==> src/design/bcg_pkg.sv <==
// Purpose: Constants for the breaker configuration store and command gate
// Assumes: One 40 MHz clock, settings written one field at a time
// Notes: Factory defaults load on reset and on an initialise strobe
// Notes on behaviour
// (RL1) Address writes are accepted only from 1 to 224.
// (RL2) Factory default network address is 222.
// (RL3) Installers should use addresses 1 to 221, keeping 222 for parking.
// (RL4) Every unit on one network needs its own unique address.
// (RL5) Link rate choices are 2400, 4800 and 9600 baud only.
// (RL6) Factory default link rate is 4800 baud.
// (RL7) All units and the master share one link rate.
// (RL8) Phase current scale holds 80 to 4000 and scales currents and power.
// (RL9) Phase sequence is normal or inverted; steers voltage and power maths.
// (RL10) Feed direction sets power sign and energy count direction.
// (RL11) Three-wire mode hides phase-neutral voltages; four-wire shows them.
// (RL12) Nominal voltage scale feeds only the unbalance alarm and relay.
// (RL13) Demand subperiod length is 1 to 99 minutes, count 1 to 15.
// (RL14) Demand window is length times count; count one means fixed interval.
// (RL15) Remote trip sequence is executed only while trip permit is on.
// (RL16) Trip permit never touches the protective trip functions.
// (RL17) Remote close is recognised and drives close output only with permit.
// (RL18) Remote open is recognised and drives open output only with permit.
// (RL19) Each remote trip, close or open writes an event log entry.
// (RL20) With open permit on, only remote open drives the output contact.
// (RL21) Remote open activates the contact until breaker-open input asserts.
// (RL22) With open permit off, alarms drive the contact with no auto release.
// (RL23) Reads are free; configuration writes need a valid password first.
// (RL24) Out-of-range writes are rejected and the old value is kept.
// (RL25) Initialisation loads factory defaults with all remote permits off.
package bcg_pkg;
	// Field selectors for the configuration write port
	localparam logic [3:0] SEL_ADDR = 4'h0;
	localparam logic [3:0] SEL_BAUD = 4'h1;
	localparam logic [3:0] SEL_ISCALE = 4'h2;
	localparam logic [3:0] SEL_ROT = 4'h3;
	localparam logic [3:0] SEL_SRC = 4'h4;
	localparam logic [3:0] SEL_VSCALE = 4'h5;
	localparam logic [3:0] SEL_VMODE = 4'h6;
	localparam logic [3:0] SEL_DLEN = 4'h7;
	localparam logic [3:0] SEL_DCNT = 4'h8;
	localparam logic [3:0] SEL_PTRIP = 4'h9;
	localparam logic [3:0] SEL_PCLOSE = 4'hA;
	localparam logic [3:0] SEL_POPEN = 4'hB;
	// Ranges and defaults
	localparam logic [15:0] ADDR_MIN = 16'h0001;
	localparam logic [15:0] ADDR_MAX = 16'h00E0;
	localparam logic [7:0] ADDR_DEF = 8'hDE;
	localparam logic [15:0] BAUD_2400 = 16'h0960;
	localparam logic [15:0] BAUD_4800 = 16'h12C0;
	localparam logic [15:0] BAUD_9600 = 16'h2580;
	localparam logic [1:0] BCODE_2400 = 2'h0;
	localparam logic [1:0] BCODE_4800 = 2'h1;
	localparam logic [1:0] BCODE_9600 = 2'h2;
	localparam logic [15:0] ISC_MIN = 16'h0050;
	localparam logic [15:0] ISC_MAX = 16'h0FA0;
	localparam logic [11:0] ISC_DEF = 12'h096;
	localparam logic [15:0] VSC_MIN = 16'h0001;
	localparam logic [15:0] VSC_MAX = 16'h0FFF;
	localparam logic [11:0] VSC_DEF = 12'h258;
	localparam logic [15:0] DLEN_MIN = 16'h0001;
	localparam logic [15:0] DLEN_MAX = 16'h0063;
	localparam logic [6:0] DLEN_DEF = 7'h01;
	localparam logic [15:0] DCNT_MIN = 16'h0001;
	localparam logic [15:0] DCNT_MAX = 16'h000F;
	localparam logic [3:0] DCNT_DEF = 4'hF;
	localparam logic [15:0] BOOL_MAX = 16'h0001;
	// Command codes from the link decoder
	localparam logic [1:0] CMD_TRIP = 2'h1;
	localparam logic [1:0] CMD_CLOSE = 2'h2;
	localparam logic [1:0] CMD_OPEN = 2'h3;
	// Event codes towards the event log
	localparam logic [1:0] EV_TRIP = 2'h1;
	localparam logic [1:0] EV_CLOSE = 2'h2;
	localparam logic [1:0] EV_OPEN = 2'h3;
	// Open contact state machine
	typedef enum logic [1:0] {
		BCG_IDLE = 2'b01,
		BCG_HOLD = 2'b10
	} bcg_open_e;
endpackage : bcg_pkg

==> src/design/bcg_gate.sv <==
// Purpose: Configuration store and remote command gate for a trip unit
// Assumes: Commands arrive decoded as one-cycle strobes on clk_in
// Notes: Breaker-open and alarm levels come from pins and are synchronised
`timescale 1ns/1ps
`default_nettype none
module bcg_gate (
	input wire logic clk_in,
	input wire logic rst_n_in,
	input wire logic init_in,
	input wire logic pwd_ok_in,
	input wire logic wr_in,
	input wire logic [3:0] wr_sel_in,
	input wire logic [15:0] wr_data_in,
	input wire logic cmd_in,
	input wire logic [1:0] cmd_code_in,
	input wire logic breaker_open_aux_input_in,
	input wire logic alarm_req_in,
	output logic wr_ack_out,
	output logic wr_rej_out,
	output logic [7:0] addr_out,
	output logic [1:0] baud_out,
	output logic [11:0] iscale_out,
	output logic rot_inv_out,
	output logic src_bottom_out,
	output logic [11:0] vscale_out,
	output logic ln_volt_en_out,
	output logic [6:0] dlen_out,
	output logic [3:0] dcnt_out,
	output logic [10:0] dwin_out,
	output logic dfixed_out,
	output logic ptrip_out,
	output logic pclose_out,
	output logic popen_out,
	output logic trip_out,
	output logic close_out,
	output logic open_alarm_out,
	output logic ev_out,
	output logic [1:0] ev_code_out
);
	import bcg_pkg::*;

	logic [7:0] addr_ff;
	logic [1:0] baud_ff;
	logic [11:0] isc_ff;
	logic rot_ff;
	logic src_ff;
	logic [11:0] vsc_ff;
	logic vmode4_ff;
	logic [6:0] dlen_ff;
	logic [3:0] dcnt_ff;
	logic ptrip_ff;
	logic pclose_ff;
	logic popen_ff;
	logic ack_ff;
	logic rej_ff;
	logic trip_ff;
	logic close_ff;
	logic oa_ff;
	logic ev_ff;
	logic [1:0] evc_ff;
	logic ln_ff;
	logic [10:0] dwin_ff;
	logic dfix_ff;
	logic brk_s1_ff;
	logic brk_s2_ff;
	logic alm_s1_ff;
	logic alm_s2_ff;
	bcg_open_e st_ff;
	bcg_open_e nxt_st;

	// Range checks per field
	wire in_addr = (wr_data_in >= ADDR_MIN) && (wr_data_in <= ADDR_MAX);
	wire is_b24 = wr_data_in == BAUD_2400;
	wire is_b48 = wr_data_in == BAUD_4800;
	wire is_b96 = wr_data_in == BAUD_9600;
	wire in_baud = is_b24 || is_b48 || is_b96;
	wire in_isc = (wr_data_in >= ISC_MIN) && (wr_data_in <= ISC_MAX);
	wire in_vsc = (wr_data_in >= VSC_MIN) && (wr_data_in <= VSC_MAX);
	wire in_dlen = (wr_data_in >= DLEN_MIN) && (wr_data_in <= DLEN_MAX);
	wire in_dcnt = (wr_data_in >= DCNT_MIN) && (wr_data_in <= DCNT_MAX);
	wire in_bool = wr_data_in <= BOOL_MAX;
	wire [1:0] baud_code = is_b24 ? BCODE_2400 :
		(is_b48 ? BCODE_4800 : BCODE_9600);
	wire sel_bool = (wr_sel_in == SEL_ROT) || (wr_sel_in == SEL_SRC) ||
		(wr_sel_in == SEL_VMODE) || (wr_sel_in == SEL_PTRIP) ||
		(wr_sel_in == SEL_PCLOSE) || (wr_sel_in == SEL_POPEN);
	wire val_ok = (wr_sel_in == SEL_ADDR) ? in_addr :
		(wr_sel_in == SEL_BAUD) ? in_baud :
		(wr_sel_in == SEL_ISCALE) ? in_isc :
		(wr_sel_in == SEL_VSCALE) ? in_vsc :
		(wr_sel_in == SEL_DLEN) ? in_dlen :
		(wr_sel_in == SEL_DCNT) ? in_dcnt :
		(sel_bool && in_bool);
	// (RL23) password gated writes
	wire wr_go = wr_in && pwd_ok_in && !init_in;
	// (RL24) only in-range values stored
	wire wr_take = wr_go && val_ok;
	wire b0 = wr_data_in[0];

	// Remote command recognition, each behind its own permit
	// (RL15) trip needs permit
	wire do_trip = cmd_in && (cmd_code_in == CMD_TRIP) && ptrip_ff;
	// (RL17) close needs permit
	wire do_close = cmd_in && (cmd_code_in == CMD_CLOSE) && pclose_ff;
	// (RL18) open needs permit
	wire do_open = cmd_in && (cmd_code_in == CMD_OPEN) && popen_ff;
	wire do_any = do_trip || do_close || do_open;
	wire [1:0] ev_code = do_trip ? EV_TRIP : (do_close ? EV_CLOSE : EV_OPEN);

	// Open contact ownership: held state ends when the breaker is seen open
	always_comb begin
		nxt_st = st_ff;
		case (st_ff)
			BCG_IDLE: begin
				if (do_open && !brk_s2_ff)
					nxt_st = BCG_HOLD;
			end
			BCG_HOLD: begin
				// (RL21) release on breaker open
				if (brk_s2_ff || !popen_ff)
					nxt_st = BCG_IDLE;
			end
			default: nxt_st = BCG_IDLE;
		endcase
	end
	// (RL20) permit owns the contact
	// (RL22) alarms own it otherwise
	wire nxt_oa = popen_ff ? (nxt_st == BCG_HOLD) : alm_s2_ff;
	// (RL11) line-neutral voltages in four-wire only
	wire nxt_ln = vmode4_ff;
	// (RL14) demand window is length times count
	wire [10:0] nxt_dwin = 11'(dlen_ff * dcnt_ff);
	wire nxt_dfix = dcnt_ff == DCNT_MIN[3:0];

	// Pin synchronisers; first stage feeds only the second
	always_ff @(posedge clk_in) begin
		brk_s1_ff <= breaker_open_aux_input_in;
		brk_s2_ff <= brk_s1_ff;
		alm_s1_ff <= alarm_req_in;
		alm_s2_ff <= alm_s1_ff;
	end

	// Settings store; init has priority over writes
	always_ff @(posedge clk_in) begin
		if (!rst_n_in || init_in) begin
			// (RL25) factory defaults
			// (RL2) address default
			addr_ff <= ADDR_DEF;
			// (RL6) baud default
			baud_ff <= BCODE_4800;
			isc_ff <= ISC_DEF;
			rot_ff <= 1'b0;
			src_ff <= 1'b0;
			vsc_ff <= VSC_DEF;
			vmode4_ff <= 1'b0;
			dlen_ff <= DLEN_DEF;
			dcnt_ff <= DCNT_DEF;
			ptrip_ff <= 1'b0;
			pclose_ff <= 1'b0;
			popen_ff <= 1'b0;
		end else if (wr_take) begin
			case (wr_sel_in)
				// (RL1) address range
				SEL_ADDR: addr_ff <= wr_data_in[7:0];
				// (RL5) three baud choices
				SEL_BAUD: baud_ff <= baud_code;
				// (RL8) phase scale range
				SEL_ISCALE: isc_ff <= wr_data_in[11:0];
				// (RL9) phase sequence
				SEL_ROT: rot_ff <= b0;
				// (RL10) feed direction
				SEL_SRC: src_ff <= b0;
				// (RL12) unbalance scale only
				SEL_VSCALE: vsc_ff <= wr_data_in[11:0];
				SEL_VMODE: vmode4_ff <= b0;
				// (RL13) demand ranges
				SEL_DLEN: dlen_ff <= wr_data_in[6:0];
				SEL_DCNT: dcnt_ff <= wr_data_in[3:0];
				SEL_PTRIP: ptrip_ff <= b0;
				SEL_PCLOSE: pclose_ff <= b0;
				SEL_POPEN: popen_ff <= b0;
				default: addr_ff <= addr_ff;
			endcase
		end
	end

	// Command outputs, event pulses and derived views
	always_ff @(posedge clk_in) begin
		if (!rst_n_in) begin
			st_ff <= BCG_IDLE;
			ack_ff <= 1'b0;
			rej_ff <= 1'b0;
			trip_ff <= 1'b0;
			close_ff <= 1'b0;
			oa_ff <= 1'b0;
			ev_ff <= 1'b0;
			evc_ff <= 2'h0;
			ln_ff <= 1'b0;
			dwin_ff <= 11'(DLEN_DEF * DCNT_DEF);
			dfix_ff <= 1'b0;
		end else begin
			st_ff <= nxt_st;
			ack_ff <= wr_take;
			rej_ff <= wr_go && !val_ok;
			trip_ff <= do_trip;
			close_ff <= do_close;
			oa_ff <= nxt_oa;
			// (RL19) log every remote action
			ev_ff <= do_any;
			evc_ff <= do_any ? ev_code : 2'h0;
			ln_ff <= nxt_ln;
			dwin_ff <= nxt_dwin;
			dfix_ff <= nxt_dfix;
		end
	end

	assign wr_ack_out = ack_ff;
	assign wr_rej_out = rej_ff;
	assign addr_out = addr_ff;
	assign baud_out = baud_ff;
	assign iscale_out = isc_ff;
	assign rot_inv_out = rot_ff;
	assign src_bottom_out = src_ff;
	assign vscale_out = vsc_ff;
	assign ln_volt_en_out = ln_ff;
	assign dlen_out = dlen_ff;
	assign dcnt_out = dcnt_ff;
	assign dwin_out = dwin_ff;
	assign dfixed_out = dfix_ff;
	// (RL16) trip permit has no path to protection; it gates only trip_out and the trip event
	assign ptrip_out = ptrip_ff;
	assign pclose_out = pclose_ff;
	assign popen_out = popen_ff;
	assign trip_out = trip_ff;
	assign close_out = close_ff;
	assign open_alarm_out = oa_ff;
	assign ev_out = ev_ff;
	assign ev_code_out = evc_ff;

	// Checks; the edge after a reset is skipped where history matters
	property p_addr_rng;
		@(posedge clk_in) disable iff (!rst_n_in)
		(addr_ff >= ADDR_MIN[7:0]) && ({8'h00, addr_ff} <= ADDR_MAX);
	endproperty
	a_addr_rng: assert property (p_addr_rng) // RL1
		else $error("address out of range");
	property p_reject;
		@(posedge clk_in) disable iff (!rst_n_in)
		(wr_go && !val_ok && (wr_sel_in == SEL_ADDR)) |=>
			$stable(addr_ff) && rej_ff;
	endproperty
	a_reject: assert property (p_reject) // RL24
		else $error("bad write stored");
	property p_init;
		@(posedge clk_in) disable iff (!rst_n_in)
		init_in |=> (addr_ff == ADDR_DEF) && (baud_ff == BCODE_4800) && !popen_ff;
	endproperty
	a_init: assert property (p_init) // RL25
		else $error("defaults not loaded");
	property p_trip;
		@(posedge clk_in) disable iff (!rst_n_in)
		trip_ff |-> $past(ptrip_ff) && $past(cmd_in);
	endproperty
	a_trip: assert property (p_trip) // RL15
		else $error("trip without permit");
	property p_close;
		@(posedge clk_in) disable iff (!rst_n_in)
		close_ff |-> $past(pclose_ff);
	endproperty
	a_close: assert property (p_close) // RL17
		else $error("close without permit");
	property p_event;
		@(posedge clk_in) disable iff (!rst_n_in)
		(trip_ff || close_ff) |-> ev_ff;
	endproperty
	a_event: assert property (p_event) // RL19
		else $error("remote action not logged");
	property p_owner;
		@(posedge clk_in) disable iff (!rst_n_in)
		(!popen_ff && $past(!popen_ff) && $past(rst_n_in)) |->
			(oa_ff == $past(alm_s2_ff));
	endproperty
	a_owner: assert property (p_owner) // RL22
		else $error("alarm lost contact");
	property p_release;
		@(posedge clk_in) disable iff (!rst_n_in)
		(st_ff == BCG_HOLD && brk_s2_ff && popen_ff) |=> !oa_ff;
	endproperty
	a_release: assert property (p_release) // RL21
		else $error("contact not released");
	// Holding the contact is only ever entered by a permitted open
	property p_open_gate;
		@(posedge clk_in) disable iff (!rst_n_in)
		$rose(st_ff == BCG_HOLD) |->
			$past(cmd_in && (cmd_code_in == CMD_OPEN) && popen_ff);
	endproperty
	a_open_gate: assert property (p_open_gate) // RL18
		else $error("open held without permit");
	property p_owner_open;
		@(posedge clk_in) disable iff (!rst_n_in)
		(popen_ff && $past(popen_ff)) |-> (oa_ff == (st_ff == BCG_HOLD));
	endproperty
	a_owner_open: assert property (p_owner_open) // RL20
		else $error("alarm reached owned contact");
	property p_ln_mode;
		@(posedge clk_in) disable iff (!rst_n_in)
		$past(rst_n_in) |-> (ln_ff == $past(vmode4_ff));
	endproperty
	a_ln_mode: assert property (p_ln_mode) // RL11
		else $error("line-neutral enable wrong");
	property p_dwin;
		@(posedge clk_in) disable iff (!rst_n_in)
		$past(rst_n_in) |->
			(dwin_ff == 11'($past(dlen_ff) * $past(dcnt_ff))) &&
			(dfix_ff == ($past(dcnt_ff) == DCNT_MIN[3:0]));
	endproperty
	a_dwin: assert property (p_dwin) // RL14
		else $error("demand window wrong");
	property p_trip_src;
		@(posedge clk_in) disable iff (!rst_n_in)
		trip_ff |-> $past(cmd_code_in == CMD_TRIP);
	endproperty
	a_trip_src: assert property (p_trip_src) // RL16
		else $error("trip from a non-trip source");
	property p_dem_rng;
		@(posedge clk_in) disable iff (!rst_n_in)
		(dlen_ff >= DLEN_MIN[6:0]) && (dlen_ff <= DLEN_MAX[6:0]) &&
			(dcnt_ff >= DCNT_MIN[3:0]);
	endproperty
	a_dem_rng: assert property (p_dem_rng) // RL13
		else $error("demand setting out of range");
endmodule : bcg_gate
`default_nettype wire

==> config.mk <==
export PLATFORM = sky130hd
export DESIGN_NAME = bcg_gate
export DESIGN_NICKNAME = d
export VERILOG_FILES = /design/src/design/bcg_pkg.sv /design/src/design/bcg_gate.sv
export SDC_FILE = /design/constraint.sdc
export NUM_CORES = 1
export LEC_CHECK = 0
export BUFFER_PORTS_ARGS = -buffer_cell sky130_fd_sc_hd__buf_4
export CAP_MARGIN = 0
export CORE_MARGIN = 1.5
export CORE_UTILIZATION = 35
export CTS_CLUSTER_DIAMETER = 40
export DETAILED_ROUTE_END_ITERATION = 8
export HOLD_SLACK_MARGIN = 0.02
export REMOVE_ABC_BUFFERS = 1
export SLEW_MARGIN = 10
export SYNTH_ARGS = -nofsm -noshare
export SYNTH_HDL_FRONTEND = slang
export SYNTH_SLANG_ARGS = --single-unit
==> constraint.sdc <==
create_clock -name clk_in -period 3.15 [get_ports clk_in]
set_clock_uncertainty 0.15 [all_clocks]
set_input_delay 0.1575 -clock clk_in [delete_from_list [all_inputs] [get_ports clk_in]]
set_output_delay 0.1575 -clock clk_in [all_outputs]
set_load 0.01 [all_outputs]
==> metrics <==
crit path kind=flip-flop to flip-flop; Tmin final=roughly 3.1 ns; sequential cell area fraction in the yosys report=38.9%; vias per inst=4.95; Max Slew Vio Count=0; asr flop ratio synth=0%; ratio of cells with drive above 1 in the final layout=30.6%; P_int=1.69 mW; Reg area=1570 µm²; hold path startpoint=wr_data_in[6]; clk slew on worst S/H paths=0.06 ns; Rel. slew slack=52.2%; Max Cap Viol=0; Clock Power Share=about half; Pleak=2.65 nW; global-route wire length before repair=~17 mm; # port buffers=100; Clk Latency, worst-skew pair=0.34 ns; ys flop type=dfxtp_1; total gr overflow=0; maximum fanout along the worst path=4; Synth area leaders=dfxtp_1, mux2i_1, nand2_1; R2R Path Start=dlen_out[2]$_SDFFE_PP0P_; Min-Delay Path Depth=3; Gate power share=about 6.7%; Area after DPL=5020 µm²; H-tree depth=3; CP startpoint kind=flip-flop; largest area contributor in the netlist=dfxtp_1; Hold EP=iscale_out[6]$_SDFFE_PP0P_; CTS Buffer Depth=2; most common cell after layout, fill and taps aside=buf_4; Cell variety after synth=just over 50; flop-to-flop setup slack=0.02 ns; WL/cell=between 10 and 15 µm; #FFs+latches synth=78; largest net degree at the start of global routing=32; clk root buf=clkbuf_16; Ports=slightly above 100; final setup vio count=0; Post-DRT Antenna Nets=0; initial drt markers=150; CTS sink count=78; sum of negative setup slack=0 ns; die area=12100 µm²; Least-Margin Pin Slew=0.717 ns; CP Data Required Time=3.21 ns; Highest Clock Rate=roughly 320 MHz; status=complete, no violations; area of the multi-input gates=2350 µm²; antenna violations before repair=0; die span in x=roughly 110 µm; commonest cells after routing, fill and taps aside=buf_4, dfxtp_1, nand2_1, mux2i_1, nor2_1; crit path DAT=3.20 ns; Post-Syn Area=4010 µm²; hpwl dp=7.54 mm; Sw Pwr=slightly above 0.5 mW; design area=around 5700 µm²; vias post-DR=around 3600; final-stage net count=644; Setup crit start=dlen_out[2]$_SDFFE_PP0P_; CTS buffer count=9; DRC viols=0; reg2reg path depth=13; vias in the first global route=roughly 3600; warnings from Yosys=0; Routed WL=around 11 mm; Synth-to-Final Area Change=41.3%; Core Box Area=11000 µm²; Final Core Density=51.4%; Starting Density=36.4%; fillers=1042; Sequential Power Share=45.1%; first drt pass iteration count=4; synthesized area per cell=8.94 µm²; crit share post-route=99.5%; cell count after synthesis=between 400 and 500; Max VDD drop=0.251 mV; Reg2Reg Capture Point=dwin_out[10]$_SDFF_PN0_; Total GRT Usage=between 10% and 20%; gpl congestion=0.822; Fin. Hold Viols=0; top-area cell type share of the netlist area=38.9%; RSZ-0062 raised after global routing=true; Chip Height=110 µm; row count=38; Post-synth EDFFs=0; Crit. End Element=flip-flop; pwr dens=389 nW/µm²; TritonCTS clock tree=done; switching power share of the total=between 20% and 30%; Hold Crit Class=input pin to flip-flop; n_diodes=0
-- worst max path at each step --
stage | end | cells past startpoint
final | dwin_out[10]$_SDFF_PN0_ | 13
after floorplan | dwin_out[10]$_SDFF_PN0_ | 13
after global routing | dwin_out[10]$_SDFF_PN0_ | 13
after CTS | dwin_out[10]$_SDFF_PN0_ | 13
after detailed placement | dwin_out[10]$_SDFF_PN0_ | 13
after global placement | dwin_out[10]$_SDFF_PN0_ | 13
-- cells in the mapped netlist, drive strengths merged (2+ instances only) --
cell type,count
nand2,72
nand3,10
inv,24
clkbuf,17
nor2b,7
buf,6
nand2b,7
dfxtp,78
or4,6
fa,10
mux2i,51
nor4,7
a2111oi,2
and2,21
or2,3
xnor2,3
o22ai,2
nand3b,2
nand4,8
a21o,2
o211ai,2
nor3,10
a211oi,2
o21a,2
ha,17
a21boi,4
a21oi,7
o21ai,8
nor2,43
-- power groups by stage --
stage,registers (mW),clock network (mW),logic [mW]
6_report,0.993,1.06,0.148
5_1_grt,0.993,1.12,0.163
4_1_cts,0.993,1.08,0.146
3_5_place_dp,1.02,0,0.128
3_3_place_gp,1.01,0,0.126
2_1_floorplan,1.02,0,0.0523
-- layout make-up --
cell class              instances  area share (%)
well taps                     140            3.09
clock buffers                  11            4.28
clock inverters                 4           0.993
multi-input cells             324            41.4
repair buffers                150            20.9
inverters                      24            1.59
flip-flops and latches         78            27.7
-- state kept, by name, indices dropped and copies added (netlist names), 2 cells and up --
signal,count
ev_code_out,2
st_ff,2
dlen_out,7
addr_out,8
iscale_out,12
baud_out,2
dcnt_out,4
dwin_out,11
vscale_out,12
-- metal layers --
layer	routed length (µm)	vias to the layer above	track usage, %
met5	0	-	0
met4	153	0	5.29
met3	596	13	5.29
met2	5140	98	31.4
met1	4710	1700	22.1
li1	-	1808	-
-- worst max-delay path: stages, from the launching register on --
cell      delay (ns)
dfxtp_2         0.35
nand2_2         0.07
fa_1            0.54
inv_1           0.05
fa_1            0.56
inv_2           0.05
fa_2            0.38
nor2b_4         0.14
o21ai_2         0.08
a21boi_2        0.17
o21ai_2         0.09
a21oi_2         0.16
o21ai_1         0.07
nor3b_2         0.14
-- logic make-up after synthesis --
group,count (synthesis),share of synthesized area [%]
simple gates,205,25.9
mux,51,12.7
compound gates,37,6.36
flops,78,38.9
buf+inv,47,4.90
fa+ha+maj,27,10.3
xor+xnor,4,0.873
-- metrics by stage --
| step | instances | power (mW) | worst slack, ns | hold slack (ns) |
|---|---|---|---|---|
| floorplan | 426 | 1.07 | -0.238 | 0.0352 |
| global placement | 690 | 1.14 | -0.233 | 0.114 |
| detailed placement | 690 | 1.14 | -0.316 | 0.115 |
| CTS | 727 | 2.22 | 0.0000184 | 0.0206 |
| global route | 731 | 2.28 | -0.0975 | 0.0496 |
| finish | 731 | 2.20 | 0.0159 | 0.0232 |
-- timing repair --
action / CTS / global route
pin swaps: 11 / 12
setup endpoints to repair: 4 / 40
buffers inserted: 3 / 4
hold buffers: 19 / 0
gates resized for setup: 17 / 16
hold endpoints to repair: 42 / 0
No activity file was read; power rests on OpenSTA's default activity.
